File: src/logic/scs_pkg.sv
// Shared types and constants for the sync check and source sensing block
package scs_pkg;

  // ----------------------------------------------------------------
  // Units: voltage 0.1 % of nominal, angle 0.1 deg, frequency 0.01 Hz
  // ----------------------------------------------------------------
  localparam int VW = 12;
  localparam int AW = 12;
  localparam int FW = 16;
  localparam int TW = 16;
  localparam int PW = 17;

  // ----------------------------------------------------------------
  // Timing
  // ----------------------------------------------------------------
  localparam int CLK_MHZ        = 125;
  localparam int TICK_US        = 1000;
  localparam int TICK_CYCLES    = TICK_US * CLK_MHZ;
  localparam logic [PW-1:0] TICK_DIV_DEFAULT = PW'(TICK_CYCLES);
  localparam int HOLD_RESET_MS  = 5000;
  localparam logic [TW-1:0] HOLD_RESET_TICKS =
    TW'(HOLD_RESET_MS * 1000 / TICK_US);

  // ----------------------------------------------------------------
  // Fixed angle limits
  // ----------------------------------------------------------------
  localparam logic [AW-1:0] PHASE_CLOSE_LIMIT = 12'h064;
  localparam logic [AW-1:0] LL_ANGLE_NOMINAL  = 12'h4b0;
  localparam logic [AW-1:0] LL_ANGLE_TOL      = 12'h12c;

  // ----------------------------------------------------------------
  // Window reset values
  // ----------------------------------------------------------------
  localparam logic [VW-1:0] VOLT_WIN_DEFAULT  = 12'h032;
  localparam logic [AW-1:0] PHASE_WIN_DEFAULT = 12'h064;
  localparam logic [FW-1:0] FREQ_WIN_DEFAULT  = 16'h0064;
  localparam logic [TW-1:0] TIME_WIN_DEFAULT  = 16'h01f4;
  localparam logic [VW-1:0] DEAD_BUS_DEFAULT  = 12'h0fa;

  // ----------------------------------------------------------------
  // Sensor indices
  // ----------------------------------------------------------------
  localparam int SEN_UV  = 0;
  localparam int SEN_OV  = 1;
  localparam int SEN_FRQ = 2;
  localparam int SEN_LOP = 3;
  localparam int NSEN    = 4;
  localparam int BUS_GEN = 0;
  localparam int BUS_UTL = 1;

  typedef struct packed {
    logic [2:0][VW-1:0] volt;
    logic [FW-1:0]      freq;
    logic               rot;
    logic [2:0][AW-1:0] ll_angle;
  } scs_bus_s;

  typedef struct packed {
    logic [VW-1:0] volt;
    logic [AW-1:0] phase;
    logic [FW-1:0] freq;
    logic [TW-1:0] time_ticks;
    logic [VW-1:0] dead_utl;
    logic [VW-1:0] dead_gen;
  } scs_window_s;

  typedef struct packed {
    logic [VW-1:0]     uv_drop;
    logic [VW-1:0]     uv_pick;
    logic [VW-1:0]     ov_drop;
    logic [VW-1:0]     ov_pick;
    logic [FW-1:0]     f_lo_drop;
    logic [FW-1:0]     f_hi_drop;
    logic [FW-1:0]     f_lo_pick;
    logic [FW-1:0]     f_hi_pick;
    logic [NSEN-1:0][TW-1:0] delay;
    logic              en_ov;
    logic              en_frq;
    logic              en_rot;
    logic              en_lop;
  } scs_sens_cfg_s;

  typedef enum logic [1:0] {
    HOLD_IDLE  = 2'b00,
    HOLD_PRESS = 2'b01,
    HOLD_FLASH = 2'b11,
    HOLD_WAIT  = 2'b10
  } scs_hold_e;

endpackage : scs_pkg

File: src/logic/scs_sensor.sv
// One delayed-dropout, immediate-pickup source sensor
`timescale 1ns/1ps
module scs_sensor
  import scs_pkg::*;
(
  // Clock and reset
  input  wire logic          clock_in,
  input  wire logic          reset_in,
  // Timing
  input  wire logic          tick_in,
  input  wire logic [TW-1:0] delay_in,
  // Conditions
  input  wire logic          enable_in,
  input  wire logic          drop_cond_in,
  input  wire logic          pick_cond_in,
  // Result
  output logic               picked_out
);

  logic [TW-1:0] count;
  logic          picked;

  // A disabled sensor never blocks availability
  assign picked_out = picked | ~enable_in;

  always_ff @(posedge clock_in) begin
    if (reset_in) begin
      picked <= 1'b0;
      count  <= '0;
    end else if (picked) begin
      if (!drop_cond_in) begin
        count <= '0;
      end else if (count >= delay_in) begin
        picked <= 1'b0;
        count  <= '0;
      end else if (tick_in) begin
        count <= count + 1'b1;
      end
    end else if (pick_cond_in) begin
      picked <= 1'b1;
    end
  end

endmodule : scs_sensor

File: src/logic/scs_sync_check.sv
// Sync check permissive, source availability and discrete I/O logic
`timescale 1ns/1ps
// Operation
// - Live-bus permissive only while both utility and genset are available
// - Live-bus permissive needs equal measured rotation on both buses
// - Largest per-phase voltage difference must be below voltage window
// - Phase below window and falling, or below window and 10 degrees
// - Absolute frequency difference must be below frequency window
// - All criteria must hold for the time window; any failure restarts
// - Permissive drops at once when any criterion fails
// - Sync-only: enables for dead/dead, live utility/dead, dead/live genset
// - Separate dead-bus thresholds per bus, default 25 percent nominal
// - Source available only while every enabled sensor is picked up
// - Undervoltage always on: delayed dropout, immediate pickup
// - Overvoltage when enabled: delayed dropout, immediate pickup
// - Frequency when enabled: delayed dropout outside limits, pickup inside
// - Rotation sensor drops when source rotation differs from setting
// - Loss of phase drops after delay when angle is more than 30 off 120
// - Auto runs when sources good; enable switch acts only in Manual
// - Fault reset acknowledges and clears latched faults
// - Holding reset over 5 s enters flash-out; a brief press leaves
// - Discrete inputs active when grounded; mode active means Manual
// - Sinks one, two, seven: common warning, fail-to-sync, output limit
// - Sinks three, four, six: genset ok, utility ok, sync check ok
// - Sink eight stays on while healthy, off on hardware failure
// - Windows adjustable: defaults 5 percent, 10 deg, 0.5 s, 1.0 Hz
// - Sync check runs regardless of whether synchronizing is active
module scs_sync_check
  import scs_pkg::*;
(
  // Clock and reset
  input  wire logic          clock_in,
  input  wire logic          reset_in,
  // Measurements
  input  wire logic          meas_valid_in,
  input  wire scs_bus_s      gen_meas_in,
  input  wire scs_bus_s      utl_meas_in,
  input  wire logic [AW-1:0] phase_diff_in,
  // Configuration
  input  wire logic [PW-1:0] tick_div_in,
  input  wire logic          win_load_in,
  input  wire scs_window_s   win_in,
  input  wire scs_sens_cfg_s gen_cfg_in,
  input  wire scs_sens_cfg_s utl_cfg_in,
  input  wire logic          sys_rot_in,
  input  wire logic          sync_only_in,
  input  wire logic [2:0]    dead_en_in,
  input  wire logic [TW-1:0] fail_time_in,
  input  wire logic          lockout_en_in,
  // Events from other logic
  input  wire logic          output_limit_in,
  input  wire logic          hw_fail_in,
  // Discrete pins, active low
  input  wire logic          fault_reset_n_in,
  input  wire logic          manual_n_in,
  input  wire logic          sync_enable_n_in,
  // Status
  output logic               permissive_out,
  output logic               sync_run_out,
  output logic               flash_mode_out,
  output logic               manual_mode_out,
  // Low-side sinks, high means driver on
  output logic               warning_sink_drive_out,
  output logic               sync_fail_sink_drive_out,
  output logic               genset_ok_sink_drive_out,
  output logic               mains_ok_sink_drive_out,
  output logic               in_sync_sink_drive_out,
  output logic               bias_limit_sink_drive_out,
  output logic               health_sink_drive_out
);

  // ----------------------------------------------------------------
  // Helpers
  // ----------------------------------------------------------------
  function automatic logic [VW-1:0] max3(input logic [2:0][VW-1:0] v);
    logic [VW-1:0] m;
    m = (v[0] > v[1]) ? v[0] : v[1];
    return (m > v[2]) ? m : v[2];
  endfunction : max3

  function automatic logic [VW-1:0] min3(input logic [2:0][VW-1:0] v);
    logic [VW-1:0] m;
    m = (v[0] < v[1]) ? v[0] : v[1];
    return (m < v[2]) ? m : v[2];
  endfunction : min3

  function automatic logic [FW-1:0] absdiff(input logic [FW-1:0] a,
                                            input logic [FW-1:0] b);
    return (a > b) ? FW'(a - b) : FW'(b - a);
  endfunction : absdiff

  function automatic logic angle_bad(input logic [AW-1:0] a);
    return absdiff(FW'(a), FW'(LL_ANGLE_NOMINAL)) > FW'(LL_ANGLE_TOL);
  endfunction : angle_bad

  // ----------------------------------------------------------------
  // Pin synchronisers
  // ----------------------------------------------------------------
  logic [2:0] pin_meta;
  logic [2:0] pin_sync;
  always_ff @(posedge clock_in) begin
    if (reset_in) begin
      pin_meta <= 3'h7;
      pin_sync <= 3'h7;
    end else begin
      pin_meta <= {fault_reset_n_in, manual_n_in, sync_enable_n_in};
      pin_sync <= pin_meta;
    end
  end
  wire logic reset_pressed = ~pin_sync[2];
  wire logic manual_mode   = ~pin_sync[1];
  wire logic sync_switch   = ~pin_sync[0];

  // ----------------------------------------------------------------
  // Tick prescaler
  // ----------------------------------------------------------------
  logic [PW-1:0] tick_count;
  logic          tick;
  wire  logic    tick_wrap = tick_count + 1'b1 >= tick_div_in;
  always_ff @(posedge clock_in) begin
    if (reset_in) begin
      tick_count <= '0;
      tick       <= 1'b0;
    end else begin
      tick_count <= tick_wrap ? '0 : tick_count + 1'b1;
      tick       <= tick_wrap;
    end
  end

  // ----------------------------------------------------------------
  // Measurement capture and window settings
  // ----------------------------------------------------------------
  scs_bus_s      gen;
  scs_bus_s      utl;
  logic [AW-1:0] phase_abs;
  logic [AW-1:0] phase_prev;
  scs_window_s   win;
  wire  logic    phase_neg = phase_diff_in[AW-1];
  wire  logic [AW-1:0] next_phase_abs =
    phase_neg ? AW'(-phase_diff_in) : phase_diff_in;

  always_ff @(posedge clock_in) begin
    if (reset_in) begin
      gen        <= '0;
      utl        <= '0;
      phase_abs  <= '1;
      phase_prev <= '1;
    end else if (meas_valid_in) begin
      gen        <= gen_meas_in;
      utl        <= utl_meas_in;
      phase_prev <= phase_abs;
      phase_abs  <= next_phase_abs;
    end
  end

  always_ff @(posedge clock_in) begin
    if (reset_in) begin
      win <= '{volt: VOLT_WIN_DEFAULT, phase: PHASE_WIN_DEFAULT,
               freq: FREQ_WIN_DEFAULT, time_ticks: TIME_WIN_DEFAULT,
               dead_utl: DEAD_BUS_DEFAULT,
               dead_gen: DEAD_BUS_DEFAULT};
    end else if (win_load_in) begin
      win <= win_in;
    end
  end

  // ----------------------------------------------------------------
  // Source sensors
  // ----------------------------------------------------------------
  scs_bus_s      bus   [2];
  scs_sens_cfg_s cfg   [2];
  logic [NSEN-1:0] picked [2];
  logic [1:0]    avail;
  assign bus[BUS_GEN] = gen;
  assign bus[BUS_UTL] = utl;
  assign cfg[BUS_GEN] = gen_cfg_in;
  assign cfg[BUS_UTL] = utl_cfg_in;

  for (genvar b = 0; b < 2; b++) begin : g_bus
    wire logic [VW-1:0] vmin = min3(bus[b].volt);
    wire logic [VW-1:0] vmax = max3(bus[b].volt);
    wire logic [FW-1:0] f    = bus[b].freq;
    wire logic [NSEN-1:0] drop;
    wire logic [NSEN-1:0] pick;
    wire logic [NSEN-1:0] en;
    wire logic lop_bad = angle_bad(bus[b].ll_angle[0]) |
                         angle_bad(bus[b].ll_angle[1]) |
                         angle_bad(bus[b].ll_angle[2]);
    assign drop[SEN_UV]  = vmin < cfg[b].uv_drop;
    assign pick[SEN_UV]  = vmin > cfg[b].uv_pick;
    assign drop[SEN_OV]  = vmax > cfg[b].ov_drop;
    assign pick[SEN_OV]  = vmax < cfg[b].ov_pick;
    assign drop[SEN_FRQ] = f < cfg[b].f_lo_drop |
                           f > cfg[b].f_hi_drop;
    assign pick[SEN_FRQ] = f >= cfg[b].f_lo_pick &
                           f <= cfg[b].f_hi_pick;
    assign drop[SEN_LOP] = lop_bad;
    assign pick[SEN_LOP] = ~lop_bad;
    assign en = {cfg[b].en_lop, cfg[b].en_frq, cfg[b].en_ov, 1'b1};

    for (genvar s = 0; s < NSEN; s++) begin : g_sen
      scs_sensor u_sensor (
        .clock_in     (clock_in),
        .reset_in     (reset_in),
        .tick_in      (tick),
        .delay_in     (cfg[b].delay[s]),
        .enable_in    (en[s]),
        .drop_cond_in (drop[s]),
        .pick_cond_in (pick[s]),
        .picked_out   (picked[b][s])
      );
    end

    // Rotation has no delay: a wrong rotation is never transient
    wire logic rot_ok = ~cfg[b].en_rot |
                        (bus[b].rot == sys_rot_in);
    always_ff @(posedge clock_in) begin
      if (reset_in) begin
        avail[b] <= 1'b0;
      end else begin
        avail[b] <= &picked[b] & rot_ok;
      end
    end
  end

  // ----------------------------------------------------------------
  // Sync check criteria
  // ----------------------------------------------------------------
  wire logic [2:0][VW-1:0] vdiff;
  for (genvar p = 0; p < 3; p++) begin : g_vd
    assign vdiff[p] = VW'(absdiff(FW'(gen.volt[p]), FW'(utl.volt[p])));
  end
  wire logic both_avail = avail[BUS_GEN] & avail[BUS_UTL];
  wire logic rot_match  = gen.rot == utl.rot;
  wire logic volt_ok    = max3(vdiff) < win.volt;
  wire logic phase_in   = phase_abs < win.phase;
  wire logic phase_ok   = phase_in &
    (phase_abs < phase_prev | phase_abs < PHASE_CLOSE_LIMIT);
  wire logic freq_ok    = absdiff(gen.freq, utl.freq) < win.freq;
  wire logic live_ok    = both_avail & rot_match & volt_ok &
                          phase_ok & freq_ok;

  // Dead-bus close only in sync-only use
  wire logic utl_dead = max3(utl.volt) < win.dead_utl;
  wire logic gen_dead = max3(gen.volt) < win.dead_gen;
  wire logic dead_ok  = sync_only_in & (
    (dead_en_in[0] & utl_dead & gen_dead) |
    (dead_en_in[1] & avail[BUS_UTL] & gen_dead) |
    (dead_en_in[2] & utl_dead & avail[BUS_GEN]));
  wire logic crit_ok  = live_ok | dead_ok;

  // Runs whether or not synchronizing is on
  logic [TW-1:0] win_count;
  logic          permissive;
  always_ff @(posedge clock_in) begin
    if (reset_in) begin
      win_count  <= '0;
      permissive <= 1'b0;
    end else if (!crit_ok) begin
      win_count  <= '0;
      permissive <= 1'b0;
    end else if (win_count >= win.time_ticks) begin
      permissive <= 1'b1;
    end else if (tick) begin
      win_count <= win_count + 1'b1;
    end
  end

  // ----------------------------------------------------------------
  // Fault reset and flash-out mode
  // ----------------------------------------------------------------
  scs_hold_e     hold_state;
  scs_hold_e     next_hold_state;
  logic [TW-1:0] hold_count;
  logic          press_prev;
  wire  logic    press_edge = reset_pressed & ~press_prev;

  always_comb begin
    next_hold_state = hold_state;
    case (hold_state)
      HOLD_IDLE:  if (reset_pressed) next_hold_state = HOLD_PRESS;
      HOLD_PRESS: begin
        if (!reset_pressed) begin
          next_hold_state = HOLD_IDLE;
        end else if (hold_count >= HOLD_RESET_TICKS) begin
          next_hold_state = HOLD_FLASH;
        end
      end
      HOLD_FLASH: if (press_edge) next_hold_state = HOLD_WAIT;
      HOLD_WAIT:  if (!reset_pressed) next_hold_state = HOLD_IDLE;
      default:    next_hold_state = HOLD_IDLE;
    endcase
  end

  always_ff @(posedge clock_in) begin
    if (reset_in) begin
      hold_state <= HOLD_IDLE;
      hold_count <= '0;
      press_prev <= 1'b0;
    end else begin
      hold_state <= next_hold_state;
      press_prev <= reset_pressed;
      if (hold_state != HOLD_PRESS) begin
        hold_count <= '0;
      end else if (tick) begin
        hold_count <= hold_count + 1'b1;
      end
    end
  end

  // ----------------------------------------------------------------
  // Synchronizer run and latched faults
  // ----------------------------------------------------------------
  logic          fail_sync;
  logic          rot_warn;
  logic          limit_warn;
  logic          sync_run;
  logic [TW-1:0] fail_count;
  wire  logic    mode_ok  = ~manual_mode | sync_switch;
  wire  logic    next_run = both_avail & mode_ok & rot_match &
                            ~(fail_sync & lockout_en_in);
  wire  logic    fail_hit = sync_run & ~permissive &
                            fail_count >= fail_time_in;

  // A new event in the clearing cycle keeps its flag set
  always_ff @(posedge clock_in) begin
    if (reset_in) begin
      fail_sync  <= 1'b0;
      rot_warn   <= 1'b0;
      limit_warn <= 1'b0;
    end else begin
      fail_sync  <= fail_hit | (fail_sync & ~press_edge);
      rot_warn   <= (both_avail & ~rot_match) |
                    (rot_warn & ~press_edge);
      limit_warn <= output_limit_in |
                    (limit_warn & ~press_edge);
    end
  end

  always_ff @(posedge clock_in) begin
    if (reset_in) begin
      sync_run   <= 1'b0;
      fail_count <= '0;
    end else begin
      sync_run <= next_run;
      if (!sync_run || permissive) begin
        fail_count <= '0;
      end else if (tick && !fail_hit) begin
        fail_count <= fail_count + 1'b1;
      end
    end
  end

  // ----------------------------------------------------------------
  // Outputs, all registered
  // ----------------------------------------------------------------
  always_ff @(posedge clock_in) begin
    if (reset_in) begin
      permissive_out            <= 1'b0;
      sync_run_out              <= 1'b0;
      flash_mode_out            <= 1'b0;
      manual_mode_out           <= 1'b0;
      warning_sink_drive_out    <= 1'b0;
      sync_fail_sink_drive_out  <= 1'b0;
      genset_ok_sink_drive_out  <= 1'b0;
      mains_ok_sink_drive_out   <= 1'b0;
      in_sync_sink_drive_out    <= 1'b0;
      bias_limit_sink_drive_out <= 1'b0;
      health_sink_drive_out     <= 1'b0;
    end else begin
      permissive_out            <= permissive;
      sync_run_out              <= sync_run;
      flash_mode_out            <= hold_state == HOLD_FLASH;
      manual_mode_out           <= manual_mode;
      warning_sink_drive_out    <= fail_sync | rot_warn |
                                   limit_warn;
      sync_fail_sink_drive_out  <= fail_sync;
      bias_limit_sink_drive_out <= limit_warn;
      genset_ok_sink_drive_out  <= avail[BUS_GEN];
      mains_ok_sink_drive_out   <= avail[BUS_UTL];
      in_sync_sink_drive_out    <= permissive;
      health_sink_drive_out     <= ~hw_fail_in;
    end
  end

endmodule : scs_sync_check

File: config.mk
export PLATFORM = sky130hd
export DESIGN_NAME = scs_sync_check
export DESIGN_NICKNAME = d
export VERILOG_FILES = /design/src/logic/scs_pkg.sv /design/src/logic/scs_sensor.sv /design/src/logic/scs_sync_check.sv
export SDC_FILE = /design/constraint.sdc
export NUM_CORES = 2
export LEC_CHECK = 0
export BUFFER_PORTS_ARGS = -buffer_cell sky130_fd_sc_hd__buf_2
export CORE_UTILIZATION = 40
export CTS_CLUSTER_DIAMETER = 120
export DETAILED_ROUTE_END_ITERATION = 10
export GPL_ROUTABILITY_DRIVEN = 0
export HOLD_SLACK_MARGIN = 0.15
export SLEW_MARGIN = 10
export SYNTH_ARGS = -nofsm -noshare
export SYNTH_HDL_FRONTEND = slang
export SYNTH_HIERARCHICAL = 1
export SYNTH_SLANG_ARGS = --single-unit
File: constraint.sdc
create_clock -name clock_in -period 7.3 [get_ports clock_in]
set_input_delay 0.73 -clock clock_in [delete_from_list [all_inputs] [get_ports clock_in]]
set_output_delay 0.73 -clock clock_in [all_outputs]
set_load 0.01 [all_outputs]
== Word level (Yosys, flattened, before mapping) ==
Cells that the tools add are included.

* Logic and storage cells: 354
* Register bits after elaboration: 510
* Latch bits: 0
* Input port bits: 678
* Bits in read-only memories: 0
* Output and inout bits: 11
* RAM bits: 0
* Memories: 0

* Muxes and demuxes: 83
* Eq/ne operators: 19
* Bitwise gates (word level): 71
* Order comparisons: 61
* Reductions and logical operators: 21
* $add $sub $neg: 33
* Multipliers: 0
* Shift-type cells: 0
* Div/mod/pow operators: 0

{| class="wikitable"
|+ Operators with widths
! operator !! count
|-
| 16-bit 2-to-1 mux || 31
|-
| 16-bit greater-or-equal comparator || 12
|-
| 16-bit by 1-bit adder with 16-bit output, second input constant || 11
|-
| 12-bit 2-to-1 mux || 14
|-
| 12-bit > comparator || 13
|-
| 12-bit less-than comparator || 13
|-
| 16-bit by 9-bit > comparator with 1-bit output, second input constant || 6
|-
| 11-bit by 12-bit subtractor with 13-bit output, first input constant || 6
|-
| 12-bit by 11-bit subtractor with 13-bit output, second input constant || 6
|-
| 12-bit by 11-bit > comparator with 1-bit output, second input constant || 6
|-
| 12-bit subtractor || 6
|-
| 16-bit > comparator || 3
|-
| 16-bit less-than comparator || 3
|-
| 16-bit <= comparator || 2
|-
| 1-bit 2-to-1 mux || 32
|-
| 16-bit subtractor || 2
|-
| 1-bit bitwise AND || 28
|-
| 3-bit != test, second input constant || 9
|-
| 1-bit bitwise OR || 24
|-
| 1-bit inverter || 19
|-
| 2-bit AND reduction || 9
|-
| 17-bit by 1-bit adder with 17-bit output, second input constant || 1
|-
| 17-bit greater-or-equal comparator || 1
|-
| 16-bit by 13-bit greater-or-equal comparator with 1-bit output, second input constant || 1
|-
| 15 further kinds || 30
|}

== Logic depth before layout (Yosys ltp) ==
* Depth in word-level cells: 13
* Mapped depth: 40
* Gate-level depth less buffers: 36

== Hierarchy ==
The synthesis kept the hierarchy.

{| class="wikitable"
|+ Modules (own cells, without submodules)
! module !! cells each !! seq. area each (um^2) !! instances !! area each (um^2)
|-
| scs_sync_check || 4060 || 7487.2 || 1 || 32513.7
|-
| scs_sensor || 176 || 340.3 || 8 || 1365.1
|}

== Worst setup path before layout ==
OpenSTA, ideal clock, no wires.

* Kind: reg2reg
* From: register gen, in the netlist bus[142]
* To: register win_count[9]
* Path slack: -0.301 ns
* Cell stages (with the launch flop): 40
* Data required time: 7.230 ns
* Clock period less this slack: 7.601 ns
* Buffers on the path: 4
* Arrival time: 7.531 ns
* Library setup time: 0.070 ns
* Cell sequence: dfxtp_1 inv_1 ha_1 inv_1 fa_1 a211oi_1 o21ai_0 o2111ai_1 a31oi_2 buf_2 a211oi_1 a21oi_1 xnor2_1 inv_1 ha_1 a21oi_1 o21ai_0 a2111oi_0 (+4 left out) ha_1 a21o_1 a21o_1 a21oi_1 nand2_1 o21ai_1 clkbuf_1 mux2i_1 ha_1 nand4_1 nor2_1 and3_1 nand2_1 nand3_1 nor4_1 a41oi_2 buf_2 a21oi_1

* Longest elaborated chain between the ends: 13
* Elaborated cells between the ends (all ways): 25
* Classes of those cells: 2 x add/sub; 7 x order compare; 5 x mux; 10 x bitwise; 1 x reduce/logical

{| class="wikitable"
|+ Ends and longest elaborated chain
! what !! line !! RTL
|-
| start: declaration || scs_sync_check.sv:133 || <nowiki>scs_bus_s gen;</nowiki>
|-
| start signal: assignment || scs_sync_check.sv:149 || <nowiki>gen <= gen_meas_in;</nowiki>
|-
| 12-bit subtractor / 12-bit > comparator (equally long branches) || scs_sync_check.sv:89 || <nowiki>return (a > b) ? FW'(a - b) : FW'(b - a);</nowiki>
|-
| 12-bit 2-to-1 mux || scs_sync_check.sv:89 ||
|-
| 12-bit > comparator || scs_sync_check.sv:77 || <nowiki>m = (v[0] > v[1]) ? v[0] : v[1];</nowiki>
|-
| 12-bit 2-to-1 mux || scs_sync_check.sv:77 ||
|-
| 12-bit > comparator || scs_sync_check.sv:78 || <nowiki>return (m > v[2]) ? m : v[2];</nowiki>
|-
| 12-bit 2-to-1 mux || scs_sync_check.sv:78 ||
|-
| 12-bit less-than comparator || scs_sync_check.sv:235 || <nowiki>wire logic volt_ok = max3(vdiff) < win.volt;</nowiki>
|-
| 1-bit bitwise AND (2 in series) || scs_sync_check.sv:240 || <nowiki>wire logic live_ok = both_avail & rot_match & volt_ok &</nowiki>
|-
| 1-bit bitwise AND || scs_sync_check.sv:241 || <nowiki>phase_ok & freq_ok;</nowiki>
|-
| 1-bit bitwise OR (*) || scs_sync_check.sv:250 || <nowiki>wire logic crit_ok = live_ok | dead_ok;</nowiki>
|-
| 1-bit inverter (no line) (*) || -- ||
|-
| 2-bit OR reduction (no line) (*) || -- ||
|-
| end signal: assignment || scs_sync_check.sv:265 || <nowiki>win_count <= win_count + 1'b1;</nowiki>
|-
| end: declaration || scs_sync_check.sv:253 || <nowiki>logic [TW-1:0] win_count;</nowiki>
|}

Mark *: on every way between the ends. The rest lies on a longest branch, timed or not.
A chain may end at the register's enable or synchronous reset.

== Worst setup path after layout ==
* From: register gen, in the netlist bus[154]
* To: register win_count[3]

The elaborated chain is that of the path after synthesis.

==> impl_metrics.ini <==
[final_layout]
area.sequential_um2 = 10210
n_fill_cell = 10574
utilization_pct = 49.50
final_nets = 7681
drive_above_1_share_pct = 20.59
finalNonFillerCells = 7798
multi_input_area_um2 = 30480
area_growth_pct = 22.35

[sta]
rsz0062_at_grt = true
setup_ws_ns = -0.02534
post-route-period-util_pct = 100.3
tightest_slew_ns = 1.123
clock-skew-final_ns = 0.03043
final_hold_viol_count = 0
slew_headroom_pct = 24.97
maxSlewViolCount = 0
period_minus_slack_ns = 7.325
hold_slack_ns = 0.2586
max_freq_mhz = 136.5
setup_viol_count_final = 12

[cts]
htree_levels = 3
clkTransAtPathRegs_ns = 0.06
clock_latency_ns = 0.64
clockBufferDepth = 3
cts_buffers = 67
numClockSinks = 510
clockRootBuffer = clkbuf_16
tritoncts = yes

[yosys]
synth-async-reset-ratio_pct = 0
yosysSeqAreaShare_pct = 23.51
synth_commonest_cells = inv_1, ha_1, dfxtp_1
synth_edf_count = 0
mappedNetlistArea_um2 = 43430
synth_top_area_cell = dfxtp_1
ys_types = 90
synth_cells = 5468
ys.flop_type = dfxtp_1
syn_area_per_cell_um2 = 7.943
ys_seq_elements = 510
synthTopCellsByArea = dfxtp_1, ha_1, mux2i_1, inv_1, a21oi_1
synth_top_area_share_pct = 23.51
synth_warnings = 6
synth.most_common_cell = inv_1

[critical_path]
worstPathMaxFanout = 8
start_kind = flip-flop
cp.arrival_ns = 7.89
crit_type = reg2reg
r2r_slack_ns = -0.03
r2r_cells = 38
end_kind = flip-flop
regToRegEndpoint = win_count[3]
critical_path_required_ns = 7.86
critical_path.max_stage_delay_ns = 0.52
timing.critical_path.slowest_stage_cell = a2111o_1
regToRegStartpoint = bus[154]

[hold_path]
min_to = health_sink_drive_out
hp-class = in2reg
min_from = hw_fail_in
min_delay_path_depth = 2

[flow_run]
maxCapViolCount = 0

[drt]
dr.pass1.iters = 7
avgRoutedWirePerCell_um = 19.27
drt_wl_total_um = 150300
drt-vias-per-instance = 5.460
antenna_left = 0
drcViolationCount = 0
via_count = 42574
drt-initial-drc-count = 2913

[floorplan]
num_rows = 120
initial_utilization_pct = 40.46
die_area_um2 = 109900
die_w_um = 331.5
io_pins = 689
core_area_um2 = 107400
die_y_um = 331.5

[grt]
antenna_found_initial = 49
grt_max_degree = 94
grt_first_pass_wirelength_um = 228000
grt_pass1_vias = 40350
grt_overflow_total = 0
grtUsageTotal_pct = 26.15

[place]
dp_hpwl_um = 121400
place_worst_setup_slack_ns = -0.4481
dp.cells = 7625
portBuffers = 688

[outcome]
status = finished, violations left
violations = negative setup slack

[power]
ir_worst_vdd_uv = 178.2
p_per_area_nw_per_um2 = 216.5
leakagePower_nw = 26.40
==> registers in the layout (all words and copies together) (netlist names), 2 cells and up <==
name                         count
bus                            146
g_bus.g_sen.u_sensor/count     128
win                             80
g_bus.f                         32
tick_count                      17
fail_count                      16
hold_count                      16
win_count                       16
phase_abs                       12
phase_prev                      12
g_bus.g_sen.u_sensor/picked      8
pin_meta                         3
pin_sync                         3
avail                            2
hold_state                       2
==> cells by family after synthesis <==
kind of cell	Yosys count	synth area share (%)
compound gates	1279	18.83
fa+ha+maj	687	19.93
other cells	1	0.008634
mux	335	7.804
simple gates	1654	19.65
buf+inv	877	7.746
flops	510	23.51
xor+xnor	125	2.521
==> where the power goes <==
part / switching [W] / internal, W
clock: 0.00139 / 0.00219
combinational: 0.00255 / 0.00232
sequential: 0.000154 / 0.00290
==> worst max-delay path: cells and delay by family, from the launching register on <==
kind | cells | cell delay, ns
AOI/OAI and AO/OA | 16 | 3.55
xor gates and xnor gates | 1 | 0.19
adders and majority gates | 5 | 1.30
buffers and inverters | 7 | 0.86
DFF | 1 | 0.32
and+or+nand+nor | 9 | 1.01
==> how the worst max path moves through the flow <==
| stage | startpoint | end | slack, ns | cells past startpoint |
|---|---|---|---|---|
| 2_1_floorplan | bus[142] | win_count[9] | 0.07 | 36 |
| 4_1_cts | bus[142] | permissive | 0.01 | 36 |
| 6_report | bus[154] | win_count[3] | -0.03 | 38 |
| 5_1_grt | bus[154] | win_count[7] | -0.33 | 38 |
| 3_3_place_gp | bus[142] | permissive | -0.37 | 38 |
| 3_5_place_dp | bus[142] | permissive | -0.45 | 38 |
==> per-stage QoR <==
step / TNS, ns / instance area [µm²] / total power (W)
floorplan: 0 / 43440 / 0.005771
global route: -5.331 / 53120 / 0.01219
CTS: 0 / 52310 / 0.01109
global placement: -5.932 / 49870 / 0.007303
finish: -0.1287 / 53140 / 0.01150
detailed placement: -7.252 / 49870 / 0.007399
==> cell usage in the layout (no fill, tap or decap), drive strengths merged, types with 159 or more instances in the layout <==
master,Yosys,routed
nor2,412,412
inv,691,693
ha,679,679
dfxtp,510,510
a21oi,356,356
o21ai,309,309
buf,59,962
nand2,354,354
nand4,159,159
a21o,160,160
mux2i,306,306
nand3,171,171
==> final cells by class <==
type / instances / share of cell area [%]
diodes: 28 / 0.1318
clock buffers: 92 / 3.579
clock inverters: 28 / 0.8641
inverters: 691 / 4.881
multi-input cells: 4082 / 57.36
flip-flops and latches: 510 / 19.22
well taps: 1403 / 3.303
repair buffers: 964 / 10.66
==> what timing repair did <==
item / CTS / global route
pin swaps: 9 / 67
gates cloned: 0 / 2
hold buffers: 0 / 0
buffers inserted: 3 / 20
endpoints found under the setup margin: 17 / 56
gates resized for setup: 12 / 131
==> routing by layer <==
| layer | vias up | part of all wire, % | track usage, % |
|---|---|---|---|
| met3 | 266 | 6.1 | 4.735 |
| met1 | 19917 | 45 | 34.17 |
| li1 | 21137 | - | - |
| met5 | - | 0.14 | 0 |
| met2 | 1220 | 46 | 43.14 |
| met4 | 34 | 3.0 | 8.679 |
Power figures use the tool's default switching activity.
